## src/design/afe_ctrl_pkg.sv

```systemverilog
// Shared constants and types for the front-end mode, clock and channel control block
package afe_ctrl_pkg;
  // Register addresses (4-bit serial address field)
  localparam logic [3:0] ADDR_MODE = 4'h1;
  localparam logic [3:0] ADDR_FE_CTRL2 = 4'h4;
  localparam logic [3:0] ADDR_FE_CLK = 4'h8;
  localparam logic [3:0] ADDR_CONFIG = 4'h9;
  localparam logic [3:0] ADDR_FILTER = 4'hA;
  localparam logic [3:0] ADDR_DATA = 4'hB;
  localparam logic [3:0] ADDR_CONV_STAT = 4'hC;
  localparam logic [3:0] ADDR_COMMIT = 4'hE;
  localparam logic [3:0] ADDR_DEF_COUNT = 4'hF;
  // Key values for the default-select register
  localparam logic [15:0] KEY_COMMIT = 16'h00B1;
  localparam logic [15:0] KEY_REFRESH = 16'h00A1;
  localparam logic [7:0] CHANGE_LIMIT = 8'h64;
  // Field positions
  localparam int CMD_READ_BIT = 6;
  localparam int MODE_CLK_LSB = 2;
  localparam int MODE_CONV_LSB = 4;
  localparam int FE_CLK_LSB = 3;
  localparam int CFG_UNIPOLAR_BIT = 0;
  localparam int CFG_CHAN_LSB = 1;
  // Clock routing codes
  localparam logic [1:0] CLK_DRIVE_OUT = 2'h1;
  localparam logic [1:0] CLK_FROM_PIN = 2'h2;
  // Reset values
  localparam logic [15:0] MODE_RST = 16'h0000;
  localparam logic [15:0] FE_CLK_RST = 16'h0000;
  localparam logic [15:0] CONFIG_RST = 16'h0000;
  localparam logic [15:0] FILTER_RST = 16'h0000;
  localparam logic [15:0] FE_CTRL2_RST = 16'h0000;
  // Serial frame lengths, in bits less one
  localparam logic [4:0] CMD_LAST = 5'h07;
  localparam logic [4:0] REG_LAST = 5'h0F;
  localparam logic [4:0] DATA_LAST = 5'h17;
  localparam int SYNC_W = 5;
  localparam int BUF_DEPTH = 2;

  typedef struct packed {
    logic [3:0] neg_pulls;
    logic [3:0] pos_pulls;
    logic [1:0] bias_generator_control;
    logic [1:0] rsvd_hi;
    logic field_power_enable;
    logic external_sense_select;
    logic current_mode_select;
    logic rsvd_lo;
  } fe_ctrl_type;

  typedef struct packed {
    logic [1:0] chan;
    logic [23:0] data;
  } conv_word_type;

  typedef enum logic [1:0] {S_CMD, S_WR, S_RD} spi_state_type;
endpackage

```

## src/design/afe_adc_mode_clock_channel_control.sv

```systemverilog
// Mode, clock routing, channel and serial readout control for the front end
`timescale 1ns/10ps
module afe_adc_mode_clock_channel_control
  import afe_ctrl_pkg::*;
(
  input wire logic CORE_CLK_I,
  input wire logic ARST_N_I,
  input wire logic SCLK_I,
  input wire logic CS_N_I,
  input wire logic DIN_I,
  output logic DOUT_O,
  output logic DOUT_OE_O,
  input wire logic CLK_PIN_I,
  output logic CLK_PIN_O,
  output logic CLK_PIN_OE_O,
  output logic ADC_CLK_O,
  output logic FE_CLK_O,
  input wire logic CONV_TOGGLE_I,
  input wire logic [1:0] CONV_CHAN_I,
  input wire logic [23:0] CONV_DATA_I,
  output logic CONV_READY_O,
  input wire logic [7:0] NV_COUNT_I,
  output logic NV_WRITE_O,
  output logic [7:0] NV_COUNT_O,
  output fe_ctrl_type FE_CTRL_O,
  output logic [2:0] CONV_MODE_O,
  output logic [3:0] CHAN_EN_O,
  output logic [3:0][15:0] FILTER_O
);

  ////////////////////////////////////////////////////////////////////////
  // Input synchronisation
  // Idle-high pins enter inverted, so the reset value matches idle and no false edge follows
  logic [SYNC_W-1:0] sync_s;
  logic sclk_q, tog_q;
  level_sync #(.W(SYNC_W)) u_sync (
    .clk_i(CORE_CLK_I),
    .arst_n_i(ARST_N_I),
    .d_i({CONV_TOGGLE_I, CLK_PIN_I, DIN_I, ~CS_N_I, ~SCLK_I}),
    .q_o(sync_s)
  );
  wire sclk_s = ~sync_s[0];
  wire cs_act = sync_s[1];
  wire din_s = sync_s[2];
  wire pin_s = sync_s[3];
  wire tog_s = sync_s[4];
  wire sclk_rise = sclk_s & ~sclk_q;
  wire sclk_fall = ~sclk_s & sclk_q;
  wire conv_evt = tog_s ^ tog_q;

  ////////////////////////////////////////////////////////////////////////
  // Serial frame engine
  spi_state_type state_q;
  logic [4:0] cnt_q;
  logic [15:0] sh_in_q;
  logic [3:0] addr_q;
  logic [23:0] rd_sh_q;
  logic bit_q, pin_q, oe_q;
  logic [23:0] rd_word;
  wire [3:0] cmd_addr = {sh_in_q[2:0], din_s};
  wire cmd_done = sclk_rise && state_q == S_CMD && cnt_q == CMD_LAST;
  wire cmd_read = sh_in_q[CMD_READ_BIT-1];
  wire [4:0] rd_last = (addr_q == ADDR_DATA) ? DATA_LAST : REG_LAST;
  wire wr_stb = sclk_rise && state_q == S_WR && cnt_q == REG_LAST;
  wire [15:0] wr_data = {sh_in_q[14:0], din_s};
  wire rd_done = sclk_rise && state_q == S_RD && cnt_q == rd_last;
  wire data_busy = state_q == S_RD && addr_q == ADDR_DATA;

  function automatic logic hit(input logic [3:0] a, input logic [3:0] r);
    return wr_stb && a == r;
  endfunction

  always_ff @(posedge CORE_CLK_I or negedge ARST_N_I) begin
    if (!ARST_N_I) begin
      sclk_q <= 1'b1;
      tog_q <= 1'b0;
      state_q <= S_CMD;
      cnt_q <= '0;
      sh_in_q <= '0;
      addr_q <= '0;
      rd_sh_q <= '0;
      bit_q <= 1'b1;
    end else begin
      sclk_q <= sclk_s;
      tog_q <= tog_s;
      if (!cs_act) begin
        state_q <= S_CMD;
        cnt_q <= '0;
      end else if (sclk_rise) begin
        sh_in_q <= wr_data;
        cnt_q <= cnt_q + 5'h01;
        if (cmd_done) begin
          addr_q <= cmd_addr;
          cnt_q <= '0;
          state_q <= cmd_read ? S_RD : S_WR;
          rd_sh_q <= rd_word;
        end else if (wr_stb || rd_done) begin
          cnt_q <= '0;
          state_q <= S_CMD;
        end
      end else if (sclk_fall && state_q == S_RD) begin
        bit_q <= rd_sh_q[23];
        rd_sh_q <= {rd_sh_q[22:0], 1'b0};
      end
    end
  end

  ////////////////////////////////////////////////////////////////////////
  // Configuration registers
  logic [15:0] mode_q, fe_clk_q, cfg_q;
  fe_ctrl_type fe_q;
  logic [3:0][15:0] filt_q;
  logic loaded_q, nv_wr_q;
  logic [7:0] count_q, shown_q;
  wire [3:0] chan_en = {cfg_q[CFG_CHAN_LSB+2:CFG_CHAN_LSB], 1'b1};
  wire [7:0] nv_clamped = (NV_COUNT_I > CHANGE_LIMIT) ? CHANGE_LIMIT : NV_COUNT_I;
  // Stored mode is the parity of the remaining count, so a change flips it
  wire stored_mode = count_q[0];
  // Strobe named here too, so the assignment wakes when the strobe moves
  wire commit_req = wr_stb && hit(addr_q, ADDR_COMMIT) && wr_data == KEY_COMMIT;
  wire commit_ok = commit_req && count_q != 8'h00
    && fe_q.current_mode_select != stored_mode;
  wire refresh_req = wr_stb && hit(addr_q, ADDR_COMMIT) && wr_data == KEY_REFRESH;

  always_ff @(posedge CORE_CLK_I or negedge ARST_N_I) begin
    if (!ARST_N_I) begin
      mode_q <= MODE_RST;
      fe_clk_q <= FE_CLK_RST;
      cfg_q <= CONFIG_RST;
      fe_q <= FE_CTRL2_RST;
      loaded_q <= 1'b0;
      count_q <= '0;
      shown_q <= '0;
      nv_wr_q <= 1'b0;
    end else begin
      loaded_q <= 1'b1;
      nv_wr_q <= commit_ok;
      if (!loaded_q) begin
        count_q <= nv_clamped;
        shown_q <= nv_clamped;
        fe_q.current_mode_select <= nv_clamped[0];
      end else begin
        if (hit(addr_q, ADDR_MODE)) mode_q <= wr_data;
        if (hit(addr_q, ADDR_FE_CLK)) fe_clk_q <= wr_data;
        if (hit(addr_q, ADDR_CONFIG)) cfg_q <= wr_data;
        if (hit(addr_q, ADDR_FE_CTRL2)) fe_q <= wr_data;
        if (commit_ok) count_q <= count_q - 8'h01;
        if (refresh_req) shown_q <= count_q;
      end
    end
  end

  // Only enabled channels take a shared filter write
  genvar g;
  generate
    for (g = 0; g < 4; g++) begin : g_filt
      always_ff @(posedge CORE_CLK_I or negedge ARST_N_I) begin
        if (!ARST_N_I) begin
          filt_q[g] <= FILTER_RST;
        end else if (hit(addr_q, ADDR_FILTER) && chan_en[g]) begin
          filt_q[g] <= wr_data;
        end
      end
    end
  endgenerate

  ////////////////////////////////////////////////////////////////////////
  // Clock routing
  logic osc_q, adc_clk_q, fe_clk_out_q, clk_oe_q;
  wire [1:0] adc_sel = mode_q[MODE_CLK_LSB+1:MODE_CLK_LSB];
  wire [1:0] fe_sel = fe_clk_q[FE_CLK_LSB+1:FE_CLK_LSB];
  // Internal oscillator stand-in; the real one is analog and not modelled here
  always_ff @(posedge CORE_CLK_I or negedge ARST_N_I) begin
    if (!ARST_N_I) begin
      osc_q <= 1'b0;
      adc_clk_q <= 1'b0;
      fe_clk_out_q <= 1'b0;
      clk_oe_q <= 1'b0;
    end else begin
      osc_q <= ~osc_q;
      clk_oe_q <= adc_sel == CLK_DRIVE_OUT;
      adc_clk_q <= (adc_sel == CLK_FROM_PIN) ? pin_s : osc_q;
      fe_clk_out_q <= (fe_sel == CLK_FROM_PIN) ? pin_s : osc_q;
    end
  end

  ////////////////////////////////////////////////////////////////////////
  // Conversion path
  conv_word_type push_word, head_word, data_q;
  logic buf_valid, ready_n_q;
  wire unipolar = cfg_q[CFG_UNIPOLAR_BIT];
  wire [23:0] uni_code = CONV_DATA_I[23] ? 24'h000000 : {CONV_DATA_I[22:0], 1'b0};
  wire [23:0] bi_code = {~CONV_DATA_I[23], CONV_DATA_I[22:0]};
  assign push_word = '{chan: CONV_CHAN_I, data: unipolar ? uni_code : bi_code};
  wire pop = buf_valid && !data_busy;
  wire push_ok = conv_evt && CONV_READY_O;

  conv_buffer #(.W($bits(conv_word_type)), .DEPTH(BUF_DEPTH)) u_buf (
    .clk_i(CORE_CLK_I),
    .arst_n_i(ARST_N_I),
    .in_valid_i(conv_evt),
    .in_ready_o(CONV_READY_O),
    .in_data_i(push_word),
    .out_valid_o(buf_valid),
    .out_ready_i(!data_busy),
    .out_data_o(head_word)
  );

  // A new result wins over a read completing in the same cycle
  always_ff @(posedge CORE_CLK_I or negedge ARST_N_I) begin
    if (!ARST_N_I) begin
      data_q <= '0;
      ready_n_q <= 1'b1;
      pin_q <= 1'b1;
      oe_q <= 1'b0;
    end else begin
      if (pop) begin
        data_q <= head_word;
        ready_n_q <= 1'b0;
      end else if (rd_done && addr_q == ADDR_DATA) begin
        ready_n_q <= 1'b1;
      end
      oe_q <= cs_act;
      pin_q <= (state_q == S_RD) ? bit_q : ready_n_q;
    end
  end

  always_comb begin
    unique case (cmd_addr)
      ADDR_MODE: rd_word = {mode_q, 8'h00};
      ADDR_FE_CTRL2: rd_word = {fe_q, 8'h00};
      ADDR_FE_CLK: rd_word = {fe_clk_q, 8'h00};
      ADDR_CONFIG: rd_word = {cfg_q, 8'h00};
      ADDR_FILTER: rd_word = {filt_q[0], 8'h00};
      ADDR_DATA: rd_word = data_q.data;
      ADDR_CONV_STAT: rd_word = {ready_n_q, 13'h0000, data_q.chan, 8'h00};
      ADDR_DEF_COUNT: rd_word = {8'h00, shown_q, 8'h00};
      default: rd_word = 24'h000000;
    endcase
  end

  assign DOUT_O = pin_q;
  assign DOUT_OE_O = oe_q;
  assign CLK_PIN_O = osc_q;
  assign CLK_PIN_OE_O = clk_oe_q;
  assign ADC_CLK_O = adc_clk_q;
  assign FE_CLK_O = fe_clk_out_q;
  assign NV_WRITE_O = nv_wr_q;
  assign NV_COUNT_O = count_q;
  assign FE_CTRL_O = fe_q;
  assign CONV_MODE_O = mode_q[MODE_CONV_LSB+2:MODE_CONV_LSB];
  assign CHAN_EN_O = chan_en;
  assign FILTER_O = filt_q;
endmodule // afe_adc_mode_clock_channel_control

```

## src/design/level_sync.sv

```systemverilog
// Two-stage synchroniser for a group of asynchronous levels
`timescale 1ns/10ps
module level_sync #(parameter int W = 1) (
  input wire logic clk_i,
  input wire logic arst_n_i,
  input wire logic [W-1:0] d_i,
  output logic [W-1:0] q_o
);
  logic [W-1:0] meta_q;
  genvar g;
  generate
    for (g = 0; g < W; g++) begin : g_bit
      always_ff @(posedge clk_i or negedge arst_n_i) begin
        if (!arst_n_i) begin
          meta_q[g] <= 1'b0;
          q_o[g] <= 1'b0;
        end else begin
          meta_q[g] <= d_i[g];
          q_o[g] <= meta_q[g];
        end
      end
    end
  endgenerate
endmodule // level_sync

```

## src/design/conv_buffer.sv

```systemverilog
// Small valid/ready buffer for conversion words
`timescale 1ns/10ps
module conv_buffer #(parameter int W = 26, parameter int DEPTH = 2) (
  input wire logic clk_i,
  input wire logic arst_n_i,
  input wire logic in_valid_i,
  output logic in_ready_o,
  input wire logic [W-1:0] in_data_i,
  output logic out_valid_o,
  input wire logic out_ready_i,
  output logic [W-1:0] out_data_o
);
  localparam int AW = (DEPTH > 1) ? $clog2(DEPTH) : 1;
  localparam logic [AW-1:0] LAST = AW'(DEPTH - 1);
  logic [W-1:0] mem_q [DEPTH];
  logic [AW-1:0] wr_q, rd_q;
  logic [AW:0] lvl_q;
  wire push = in_valid_i && in_ready_o;
  wire pop = out_valid_o && out_ready_i;
  assign in_ready_o = (lvl_q != (AW+1)'(DEPTH));
  assign out_valid_o = (lvl_q != '0);
  assign out_data_o = mem_q[rd_q];

  always_ff @(posedge clk_i) begin
    if (push) begin
      mem_q[wr_q] <= in_data_i;
    end
  end

  always_ff @(posedge clk_i or negedge arst_n_i) begin
    if (!arst_n_i) begin
      wr_q <= '0;
      rd_q <= '0;
      lvl_q <= '0;
    end else begin
      if (push) begin
        wr_q <= (wr_q == LAST) ? '0 : wr_q + AW'(1);
      end
      if (pop) begin
        rd_q <= (rd_q == LAST) ? '0 : rd_q + AW'(1);
      end
      lvl_q <= lvl_q + (AW+1)'(push) - (AW+1)'(pop);
    end
  end
endmodule // conv_buffer

```

## config.mk

```make
export PLATFORM = sky130hd
export DESIGN_NAME = afe_adc_mode_clock_channel_control
export DESIGN_NICKNAME = d
export VERILOG_FILES = /design/src/design/afe_ctrl_pkg.sv /design/src/design/afe_adc_mode_clock_channel_control.sv /design/src/design/level_sync.sv /design/src/design/conv_buffer.sv
export SDC_FILE = /design/constraint.sdc
export NUM_CORES = 1
export LEC_CHECK = 0
export BUFFER_PORTS_ARGS = -buffer_cell sky130_fd_sc_hd__buf_2
export CELL_PAD_IN_SITES_DETAIL_PLACEMENT = 1
export CELL_PAD_IN_SITES_GLOBAL_PLACEMENT = 1
export CORE_UTILIZATION = 41
export DETAILED_ROUTE_END_ITERATION = 6
export HOLD_SLACK_MARGIN = 0.12
export PLACE_DENSITY = 0.72
export SETUP_SLACK_MARGIN = 0.15
export SLEW_MARGIN = 20
export SYNTH_ARGS = -nofsm -noshare
export SYNTH_HDL_FRONTEND = slang
export SYNTH_SLANG_ARGS = --single-unit
```

## constraint.sdc

```tcl
create_clock -name CORE_CLK_I -period 6.55 [get_ports CORE_CLK_I]
set_input_delay 0.9825 -clock CORE_CLK_I [delete_from_list [all_inputs] [get_ports CORE_CLK_I]]
set_output_delay 0.9825 -clock CORE_CLK_I [all_outputs]
set_load 0.02 [all_outputs]
```

==> results of run 1 <==
routing by layer:
| metal | track usage [%] | vias to the layer above |
|---|---|---|
| met1 | 29.2 | 4461 |
| met4 | 6.48 | 0 |
| met2 | 34.8 | 197 |
| met3 | 2.86 | 63 |
| li1 | - | 4062 |
| met5 | 0 | - |
registers in the layout (all words and copies together) (netlist names), 16 cells and up:
register / cells
cfg_q: 16
FILTER_O: 64
FE_CTRL_O: 16
data_q: 26
u_buf.mem_q: 52
mode_q: 16
fe_clk_q: 16
rd_sh_q: 24
final cells by class:
cell class / count / area, sq um / area share [%]
Tap cell: 396 / 495 / 3.29
Sequential cell: 298 / 7720 / 51.2
Clock inverter: 17 / 161 / 1.07
Clock buffer: 45 / 963 / 6.39
Multi-Input combinational cell: 655 / 4730 / 31.4
Inverter: 46 / 173 / 1.15
Timing Repair Buffer: 155 / 831 / 5.51
layout by cell type (no fill, tap or decap), types with 11 or more instances in the layout:
cell type / synthesis / final
a21oi_1: 61 / 61
a22o_1: 11 / 11
a22oi_1: 35 / 35
buf_2: 2 / 141
buf_4: 7 / 12
clkbuf_16: 0 / 35
dfrtp_1: 242 / 242
edfxtp_1: 52 / 52
inv_1: 46 / 46
mux2_2: 144 / 144
mux2i_1: 35 / 35
nand2_1: 99 / 99
nand3_1: 14 / 14
nor2_1: 73 / 71
nor3_1: 11 / 11
o21ai_0: 36 / 36
through the flow:
step	cells	area, sq um	total power [W]	hold slack (ps)	util (%)
CTS	1612	15100	0.00501	351	48.9
global route	1612	15100	0.00518	355	48.9
floorplan	1076	12900	0.00281	331	-
detailed placement	1550	13900	0.00311	336	45.2
global placement	1550	13900	0.00307	333	45.2
finish	1612	15100	0.00495	349	48.9
power groups by stage:
stage | logic, W | clock network [W] | registers (W)
6_report | 0.000752 | 0.00190 | 0.00231
5_1_grt | 0.000839 | 0.00201 | 0.00233
4_1_cts | 0.000769 | 0.00193 | 0.00231
3_5_place_dp | 0.000763 | 0 | 0.00234
3_3_place_gp | 0.000737 | 0 | 0.00234
2_1_floorplan | 0.000578 | 0 | 0.00223
worst max-delay path: cells and delay by family, from the launching register on:
family	cells	cell delay (ps)
multiplexers	1	490
AND/OR/NAND/NOR	5	2290
flip-flops	1	390
adder cells (fa/ha/maj)	2	420
worst paths after layout:
check | to | start | slack [ps] | cells after the start
setup / recovery | FILTER_O[29] | cnt_q[0] | 2850 | 8
hold / removal | u_sync.q_o[3] | u_sync.meta_q[3] | 350 | 0
setup reg to reg | FILTER_O[29] | cnt_q[0] | 2850 | 8
hold reg to reg | u_sync.q_o[3] | u_sync.meta_q[3] | 350 | 0
max in group asynchronous | mode_q[13] | ARST_N_I | 4790 | 2
min in group asynchronous | DOUT_OE_O | ARST_N_I | 500 | 1
kinds of logic after synthesis:
| logic type | count (synthesis) | synth area share [%] |
|---|---|---|
| and+or+nand+nor | 255 | 9.33 |
| other | 1 | 0.0290 |
| AOI/OAI and AO/OA | 200 | 10.0 |
| xor gates and xnor gates | 10 | 0.678 |
| DFF | 298 | 59.7 |
| adders and majority gates | 6 | 0.581 |
| buffers and inverters | 123 | 3.85 |
| muxes | 182 | 15.8 |
==> reports/qor.txt, run 1 <==
Largest net degree at the start of global routing: 147
Leakage: 7.17 nW
Primary FF master, synth: dfrtp_1
Ports: 144
Chip width: 180 microns
Outcome: finished with violations
Top routing layer used: met4
Period utilisation layout: 56.4%
Post-synthesis sequential area ratio: 59.7%
Max FO, Critical Path: 18
CP arrival: 4110 ps
Routed length per instance: 20.8 microns
CTS root buffer: clkbuf_16
Final setup viols: 0
Vias in the first global route: 9269
Area growth, synth to finish: 16.7%
Setup slack after layout: 2850 ps
CTS sink cnt: 298
Routability congestion estimate: 0.790
First-pass GRT wire length: 53500 microns
Cell types occupying the most area after synthesis: dfrtp_1 (47%), mux2_2 (13%), edfxtp_1 (12%)
Part of the power in registers: 46.6%
Synth unique cells: 61
Post-Synthesis Cell Area: 12900 sq um
Int Pwr: 0.00353 W
RSZ-0062 raised after global routing: false
Via count: 8783
Final min period: 3700 ps
Grt ovf: 0
Combinational Power Share: 15.2%
Switching part of the total: 28.8%
Critical path endpoint category: register
Crit path kind: reg -> reg
Count leader, synth: dfrtp_1
Htree depth: 2
Core Rows: 64
Die ar.: 32200 sq um
Top cells by count, synth: dfrtp_1 (242), mux2_2 (144), nand2_1 (99)
Initial antenna violation count: 0
Port Buffers: 142
WL final: 33500 microns
CP max stage delay: 900 ps
Starting Density: 41.9%
Hold-fix buffers, CTS: 0
Mean post-synth cell area: 12.0 sq um
Clock-pin slew on the worst setup and hold paths: 60 ps
Core Box Area: 30800 sq um
Failing checks: design-rule violations
Worst path slowest cell: nor2_2
Fillcell total: 3231
TritonCTS Buffers: 34
Most used cell, CP: ha_1
DP Worst Slack: 2910 ps
Critical-path cell list: ha_1, and3_1, ha_1, and3b_1, nand4b_1, nor2_2, nand2_1, mux2_2
Setup TNS: 0 ps
Hpwl dp: 22100 microns
DRT met1 WL: 15300 microns
Synth top area share: 46.8%
Post-CTS sizing: 0
DIE HEIGHT: 180 microns
Post-CTS Setup Inserts: 0
Detailed Routing Iterations Pass 1: 7
FFs w/ async S/R, synth: 82.6%
Max-slew violations: 0
Max Root-Sink Buffers: 3
Max Cap Viol: 0
Fmax achieved: 271 MHz
Tot GR Track Use: 21.1%
Hold Path Class: reg -> reg
Area leader, netlist: dfrtp_1
Fraction of layout cells with a size suffix above 1: 30.8%
Routed wl met3: 1270 microns
Final net count: 1237
Post-route ant nets: 0
Req. time, crit path: 6960 ps
Pwr Density: 329 nW/um^2
Worst vdd ir: 0.000196 V
Worst Tran Pin Value: 1080 ps
Warnings from Yosys: 0
CTS tree: done
DRC Markers: 9
Yosys reg bits: 298
Met2 routed WL: 16000 microns
DRT iter0 DRCs: 505
Switch Pwr: 0.00143 W
Post-Syn Instances: 1075
Worst Skew: 25.2 ps
Worst-Skew Late Latency: 530 ps
Avg Vias per Cell: 5.45
Crit path launch type: register
Rel. slew slack: 27.5%
EDFF count, synth: 52
Clock network power share: 38.3%
ANT cells: 0
Endpoints failing hold: 0
Power figures use the tool's default switching activity.
==> inputs of run 2 (changes only) <==
ABC_AREA = 1   (was unset)
PLACE_DENSITY = 0.75   (was 0.72)
clock period = 3.73 ns   (was 6.55 ns; I/O delays follow)
==> run 2 against run 1 <==
Net effect: the flow now finishes without violations; clock skew fell by 3.7 ps; combinational power rose by 76%; maximum frequency rose by 38%; sequential share of layout area fell by 0.59 points; worst hold slack got worse by 250 ps; sequential power rose by 72%; critical path type unchanged; flip-flop and latch count did not move; first-iteration DRC count rose by 72%; wire length rose by 13%; clock-buffer cell count rose by 17; cell area rose by 1.2%.
==> reports/qor.txt, run 2 <==
Routed wl met3: 1990 microns (was 1270 microns)
Final hold slack: 101 ps (was 349 ps)
EDFF count, synth: 52 (unchanged)
DIE HEIGHT: 180 microns (about the same)
Routability congestion estimate: 0.831 (was 0.790)
Yosys reg bits: 298 (unchanged)
Largest net degree at the start of global routing: 107 (was 147)
Setup TNS: 0 ps (unchanged)
Leakage: 7.39 nW (was 7.17 nW)
Starting Density: 42.2% (was 41.9%)
Total power: 0.00883 W (was 0.00495 W)
Warnings from Yosys: 0 (unchanged)
Fmax achieved: 374 MHz (was 271 MHz)
Finished Core Util: 49.4% (was 48.9%)
Top cells by count, synth: nand2_1 (401), dfrtp_1 (242), nand3_1 (130) (was dfrtp_1 (242), mux2_2 (144), nand2_1 (99))
Avg Vias per Cell: 5.35 (was 5.45)
ANT cells: 0 (unchanged)
Pwr Density: 579 nW/um^2 (was 329 nW/um^2)
Worst Skew: 21.6 ps (was 25.2 ps)
R2R depth: 11 (was 8)
Leading cell type in the layout, fill and taps excluded: nand2_1 (was dfrtp_1)
Max Root-Sink Buffers: 3 (unchanged)
Max Cap Viol: 0 (unchanged)
Area leader, netlist: dfrtp_1 (unchanged)
Mean post-synth cell area: 8.91 sq um (was 12.0 sq um)
Core Rows: 64 (unchanged)
Via count: 10700 (was 8783)
Mux share of post-synthesis cell area: 0.0863% (was 15.8%)
Crit path kind: reg -> reg (unchanged)
Post-CTS Setup Inserts: 0 (unchanged)
FFs w/ async S/R, synth: 82.6% (unchanged)
Detailed Routing Iterations Pass 1: 5 (was 7)
CP arrival: 3100 ps (was 4110 ps)
Post-Synthesis Cell Area: 13000 sq um (was 12900 sq um)
FF-to-FF Start: cnt_q[0] (unchanged)
Post-synthesis sequential area ratio: 59.2% (was 59.7%)
Hold-fix buffers, CTS: 0 (unchanged)
Worst vdd ir: 0.000438 V (was 0.000196 V)
Worst path slowest cell: nand2_2 (was nor2_2)
Critical-path cell list: ha_1, nand2_1, nor2_1, ha_1, nand4_4, inv_2, nand2_2, inv_2, nand2_2, nand2_1, o21ai_1 (was ha_1, and3_1, ha_1, and3b_1, nand4b_1, nor2_2, nand2_1, mux2_2)
Post-Synth XOR/XNOR Area: 0.537% (was 0.678%)
Htree depth: 2 (unchanged)
Worst setup path endpoint: FILTER_O[50] (was FILTER_O[29])
CP Launch Point: cnt_q[0] (unchanged)
WL final: 37700 microns (was 33500 microns)
DRT met1 WL: 17100 microns (was 15300 microns)
Endpoints failing hold: 0 (unchanged)
Post-Syn Instances: 1464 (was 1075)
Met2 routed WL: 17400 microns (was 16000 microns)
CTS sink cnt: 298 (unchanged)
Hold Path Class: in -> async (was reg -> reg)
Die ar.: 32500 sq um (was 32200 sq um)
Final min period: 2680 ps (was 3700 ps)
WP buf/inv: 2 (was 0)
DRT iter0 DRCs: 871 (was 505)
Max-slew violations: 0 (unchanged)
Flop2flop setup slack: 1050 ps (was 2850 ps)
Fraction of layout cells with a size suffix above 1: 15.6% (was 30.8%)
Worst Tran Pin Value: 971 ps (was 1080 ps)
Count leader, synth: nand2_1 (was dfrtp_1)
Clock-pin slew on the worst setup and hold paths: 60 ps (about the same)
First-pass GRT wire length: 61100 microns (was 53500 microns)
CTS root buffer: clkbuf_16 (unchanged)
Number of stages on the worst setup path: 11 (was 8)
Primary FF master, synth: dfrtp_1 (unchanged)
Placed Area: 14000 sq um (was 13900 sq um)
Final net count: 1625 (was 1237)
Fillcell total: 3662 (was 3231)
Crit path launch type: register (unchanged)
Area growth, synth to finish: 17.0% (was 16.7%)
Core Box Area: 30900 sq um (was 30800 sq um)
CTS tree: done (unchanged)
Post-Synth Adder-Cell Area: 0.576% (was 0.581%)
Period utilisation layout: 71.7% (was 56.4%)
Final Cell Area: 15300 sq um (was 15100 sq um)
Synth top area share: 46.4% (was 46.8%)
CP max stage delay: 460 ps (was 900 ps)
Post-route ant nets: 0 (unchanged)
Rel. slew slack: 35.3% (was 27.5%)
Tot GR Track Use: 23.7% (was 21.1%)
Cell types occupying the most area after synthesis: dfrtp_1 (46%), edfxtp_1 (12%), nand2_1 (12%) (was dfrtp_1 (47%), mux2_2 (13%), edfxtp_1 (12%))
TritonCTS Buffers: 36 (was 34)
Outcome: complete, no violations (was finished with violations)
Family with the most delay on the worst path: simple AND/OR/NAND/NOR gates (unchanged)
Compound-cell area share of the yosys netlist: 11.2% (was 10.0%)
Chip width: 180 microns (about the same)
Top routing layer used: met4 (unchanged)
Initial antenna violation count: 0 (unchanged)
Synth unique cells: 36 (was 61)
Req. time, crit path: 4160 ps (was 6960 ps)
Max reg flops: 64 (unchanged)
Grt ovf: 0 (unchanged)
RSZ-0062 raised after global routing: false (unchanged)
Largest family of logic cells by synthesized area: simple AND/OR/NAND/NOR gates (was multiplexers)
Most frequent cells in the layout: nand2_1 (401), dfrtp_1 (242), buf_2 (141), nand3_1 (130), o21ai_0 (113) (was dfrtp_1 (242), mux2_2 (144), buf_2 (141), nand2_1 (99), nor2_1 (71))
Port Buffers: 142 (unchanged)
Max FO, Critical Path: 33 (was 18)
Post-Synth Simple-Gate Area: 22.0% (was 9.33%)
Worst-Skew Late Latency: 520 ps (was 530 ps)
Post-CTS sizing: 0 (unchanged)
Ports: 144 (unchanged)
Final setup viols: 0 (unchanged)
Vias in the first global route: 11100 (was 9269)
DRC Markers: 0 (was 9)
Critical path endpoint category: register (unchanged)
Hpwl dp: 25300 microns (was 22100 microns)
Worst reg2reg endpoint: FILTER_O[50] (was FILTER_O[29])
Routed length per instance: 18.9 microns (was 20.8 microns)
## run 2: area by class of cell
class                           instances  area (sq um)  share of cell area, %
Multi-Input combinational cell        966          4510                   29.5
Tap cell                              396           495                   3.25
Inverter                              115           432                   2.83
Clock buffer                           62          1190                   7.82
Timing Repair Buffer                  161           876                   5.74
Sequential cell                       298          7720                   50.6
Clock inverter                          4          31.3                  0.205
## run 2: metal layers
| metal | global-route usage, % | vias up |
|---|---|---|
| li1 | - | 5045 |
| met1 | 32.4 | 5326 |
| met2 | 37.4 | 268 |
| met3 | 4.55 | 72 |
| met4 | 8.65 | 0 |
| met5 | 0 | - |
## run 2: stage by stage
stage                     setup WS, ps  instances
after detailed placement          1140       1936
final                             1050       2002
after CTS                         1080       2002
after global placement            1220       1936
after global routing               818       2002
after floorplan                   1310       1465
## run 2: logic make-up after synthesis
group                    count (synthesis)
buffers and inverters                  201
adder cells (fa/ha/maj)                  6
AND/OR/NAND/NOR                        682
flip-flops                             298
AO/OA/AOI/OAI                          267
other                                    1
multiplexers                             1
XOR/XNOR                                 8
## run 2: report_power, final
group	switching, W	internal (W)
combinational	0.000946	0.000375
clock	0.00136	0.00217
sequential	0.000249	0.00373
## run 2: worst min-delay path by stage
| stage | start | endpoint |
|---|---|---|
| finish | ARST_N_I | FILTER_O[30] |
| global route | CONV_TOGGLE_I | u_sync.meta_q[4] |
| CTS | CONV_TOGGLE_I | u_sync.meta_q[4] |
| detailed placement | u_sync.meta_q[3] | u_sync.q_o[3] |
| global placement | u_sync.meta_q[4] | u_sync.q_o[4] |
| floorplan | ARST_N_I | ADC_CLK_O |
==> inputs of run 3 (changes only) <==
ABC_AREA = 0   (was 1)
PLACE_DENSITY = 0.74   (was 0.75)
clock period = 2.44 ns   (was 3.73 ns; I/O delays follow)
==> run 3 against run 2 <==
Net effect: wire length decreased by 5.9%; first-iteration DRC count down 55%; non-clock buffer count up 59; largest cell class unchanged; combinational power rose by 83%; cell area is 2.6% higher; the flow now finishes with violations (design-rule violations); sequential share of layout area decreased by 1.3 points; worst hold slack improved by 85 ps; sequential power increased by 51%; register-to-register slack worse by 980 ps.
==> reports/qor.txt, run 3 (synthesis gave the netlist of run 1 again) <==
Fillcell total: 3185 (was 3662)
GR Util met2: 37.9% (was 37.4%)
Core Box Area: 30800 sq um (was 30900 sq um)
Grt ovf: 0 (unchanged)
Avg Vias per Cell: 5.47 (was 5.35)
Final net count: 1302 (was 1625)
Starting Density: 41.9% (was 42.2%)
RSZ-0062 raised after global routing: true (was false)
Met1 GRT Util: 29.8% (was 32.4%)
Die ar.: 32200 sq um (was 32500 sq um)
Most frequent cells in the layout: dfrtp_1 (242), mux2_2 (144), buf_2 (142), nand2_1 (99), nor2_1 (70) (was nand2_1 (401), dfrtp_1 (242), buf_2 (141), nand3_1 (130), o21ai_0 (113))
Placed Area: 14400 sq um (was 14000 sq um)
DRC Markers: 3 (was 0)
Combinational Power Share: 18.4% (was 15.0%)
Final hold slack: 186 ps (was 101 ps)
Pwr Density: 841 nW/um^2 (was 579 nW/um^2)
Period utilisation layout: 97.2% (was 71.7%)
Fraction of layout cells with a size suffix above 1: 34.0% (was 15.6%)
Leading cell type in the layout, fill and taps excluded: dfrtp_1 (was nand2_1)
Max FO, Critical Path: 6 (was 33)
Max Cap Viol: 0 (unchanged)
Hpwl dp: 24000 microns (was 25300 microns)
Final setup viols: 0 (unchanged)
Htree depth: 2 (unchanged)
Vias in the first global route: 9842 (was 11100)
Worst vdd ir: 0.000465 V (was 0.000438 V)
Largest net degree at the start of global routing: 60 (was 107)
CTS sink cnt: 298 (unchanged)
Final min period: 2370 ps (was 2680 ps)
Ports: 144 (unchanged)
Outcome: finished with violations (was complete, no violations)
Worst Skew: 28.0 ps (was 21.6 ps)
Area growth, synth to finish: 21.0% (was 17.0%)
Req. time, crit path: 2870 ps (was 4160 ps)
Routability congestion estimate: 0.885 (was 0.831)
CTS root buffer: clkbuf_16 (unchanged)
Failing checks: design-rule violations
Worst path slowest cell: or4b_4 (was nand2_2)
Most used cell, CP: ha_4
Routed length per instance: 21.2 microns (was 18.9 microns)
Clock network power share: 35.9% (was 40.0%)
Endpoints failing hold: 0 (unchanged)
Finished Core Util: 50.8% (was 49.4%)
CP max stage delay: 540 ps (was 460 ps)
DP Worst Slack: -13.9 ps (was 1140 ps)
Switch Pwr: 0.00387 W (was 0.00255 W)
Family with the most delay on the worst path: simple AND/OR/NAND/NOR gates (unchanged)
Via count: 9176 (was 10700)
DRT iter0 DRCs: 396 (was 871)
Detailed Routing Iterations Pass 1: 7 (was 5)
Setup TNS: 0 ps (unchanged)
Switching part of the total: 29.4% (was 28.9%)
DIE HEIGHT: 180 microns (about the same)
Leakage: 7.47 nW (was 7.39 nW)
Part of the power in registers: 45.7% (was 45.1%)
Tot GR Track Use: 22.4% (was 23.7%)
Int Pwr: 0.00929 W (was 0.00628 W)
WP buf/inv: 1 (was 2)
Hold Path Class: in -> reg (was in -> async)
Worst Tran Pin Value: 850 ps (was 971 ps)
First-pass GRT wire length: 56700 microns (was 61100 microns)
Max reg flops: 64 (unchanged)
Setup slack after layout: 69.2 ps (was 1050 ps)
Port Buffers: 142 (unchanged)
Fmax achieved: 422 MHz (was 374 MHz)
Max-slew violations: 0 (unchanged)
Post-route ant nets: 0 (unchanged)
Crit path launch type: register (unchanged)
Final Cell Area: 15600 sq um (was 15300 sq um)
GR peak layer: met2 (unchanged)
CP arrival: 2800 ps (was 3100 ps)
Chip width: 180 microns (about the same)
Max Root-Sink Buffers: 3 (unchanged)
ANT cells: 0 (unchanged)
Rel. slew slack: 43.2% (was 35.3%)
TritonCTS Buffers: 34 (was 36)
Critical path endpoint category: register (unchanged)
Clock-pin slew on the worst setup and hold paths: 60 ps (about the same)
Initial antenna violation count: 0 (unchanged)
Critical-path cell list: ha_4, and3_4, ha_4, and3b_1, nand4b_1, or4b_4, buf_6, o211a_1, a211oi_2 (was ha_1, nand2_1, nor2_1, ha_1, nand4_4, inv_2, nand2_2, inv_2, nand2_2, nand2_1, o21ai_1)
CTS tree: done (unchanged)
Core Rows: 64 (unchanged)
Met3 usage: 3.24% (was 4.55%)
WL final: 35500 microns (was 37700 microns)
Crit path kind: reg -> reg (unchanged)
Worst-Skew Late Latency: 520 ps (about the same)
## run 3: per-layer routing
layer / wire length (microns) / up-vias
met5: 0 / -
met4: 746 / 0
met3: 1380 / 55
met2: 17900 / 195
met1: 15500 / 4739
li1: - / 4187
## run 3: final cells by class
class	count	area, sq um	share of cell area, %
Multi-Input combinational cell	655	4830	30.9
Tap cell	396	495	3.17
Timing Repair Buffer	220	1410	8.99
Sequential cell	298	7720	49.4
Clock inverter	11	75.1	0.480
Clock buffer	51	945	6.04
Inverter	46	173	1.10
## run 3: what timing repair did
item	4_1_cts	5_1_grt
gates resized for setup	8	17
hold buffers	9	0
gates cloned	0	1
hold endpoints to repair	63	0
setup endpoints to repair	10	114
pin swaps	2	5
buffers inserted	1	1
## run 3: worst reg2reg max path: cells and delay by family (launching register included)
family / cells / cell delay [ps]
AO/OA/AOI/OAI: 2 / 410
adder cells (fa/ha/maj): 2 / 270
buffers and inverters: 1 / 160
flip-flops: 1 / 390
AND/OR/NAND/NOR: 4 / 1050
## run 3: final timing paths
kind | from | end | slack [ps] | cells past startpoint
worst max-delay path | cnt_q[1] | NV_COUNT_O[3] | 70 | 9
worst min-delay path | NV_COUNT_I[6] | shown_q[6] | 190 | 3
worst max register to register | cnt_q[1] | NV_COUNT_O[3] | 70 | 9
worst min register to register | u_sync.meta_q[4] | u_sync.q_o[4] | 350 | 0
max in group asynchronous | ARST_N_I | cfg_q[0] | 1210 | 3
min in group asynchronous | ARST_N_I | FILTER_O[19] | 380 | 2
## run 3: power groups by stage
stage,logic [W],registers (W),clock network [W]
5_1_grt,0.00268,0.00606,0.00501
2_1_floorplan,0.00155,0.00598,0
3_3_place_gp,0.00232,0.00606,0
4_1_cts,0.00245,0.00601,0.00483
6_report,0.00242,0.00601,0.00472
3_5_place_dp,0.00241,0.00609,0
## run 3: through the flow
step	power (W)	std cells
2_1_floorplan	0.00754	1076
3_3_place_gp	0.00839	1603
3_5_place_dp	0.00850	1603
4_1_cts	0.0133	1675
5_1_grt	0.0138	1677
6_report	0.0132	1677
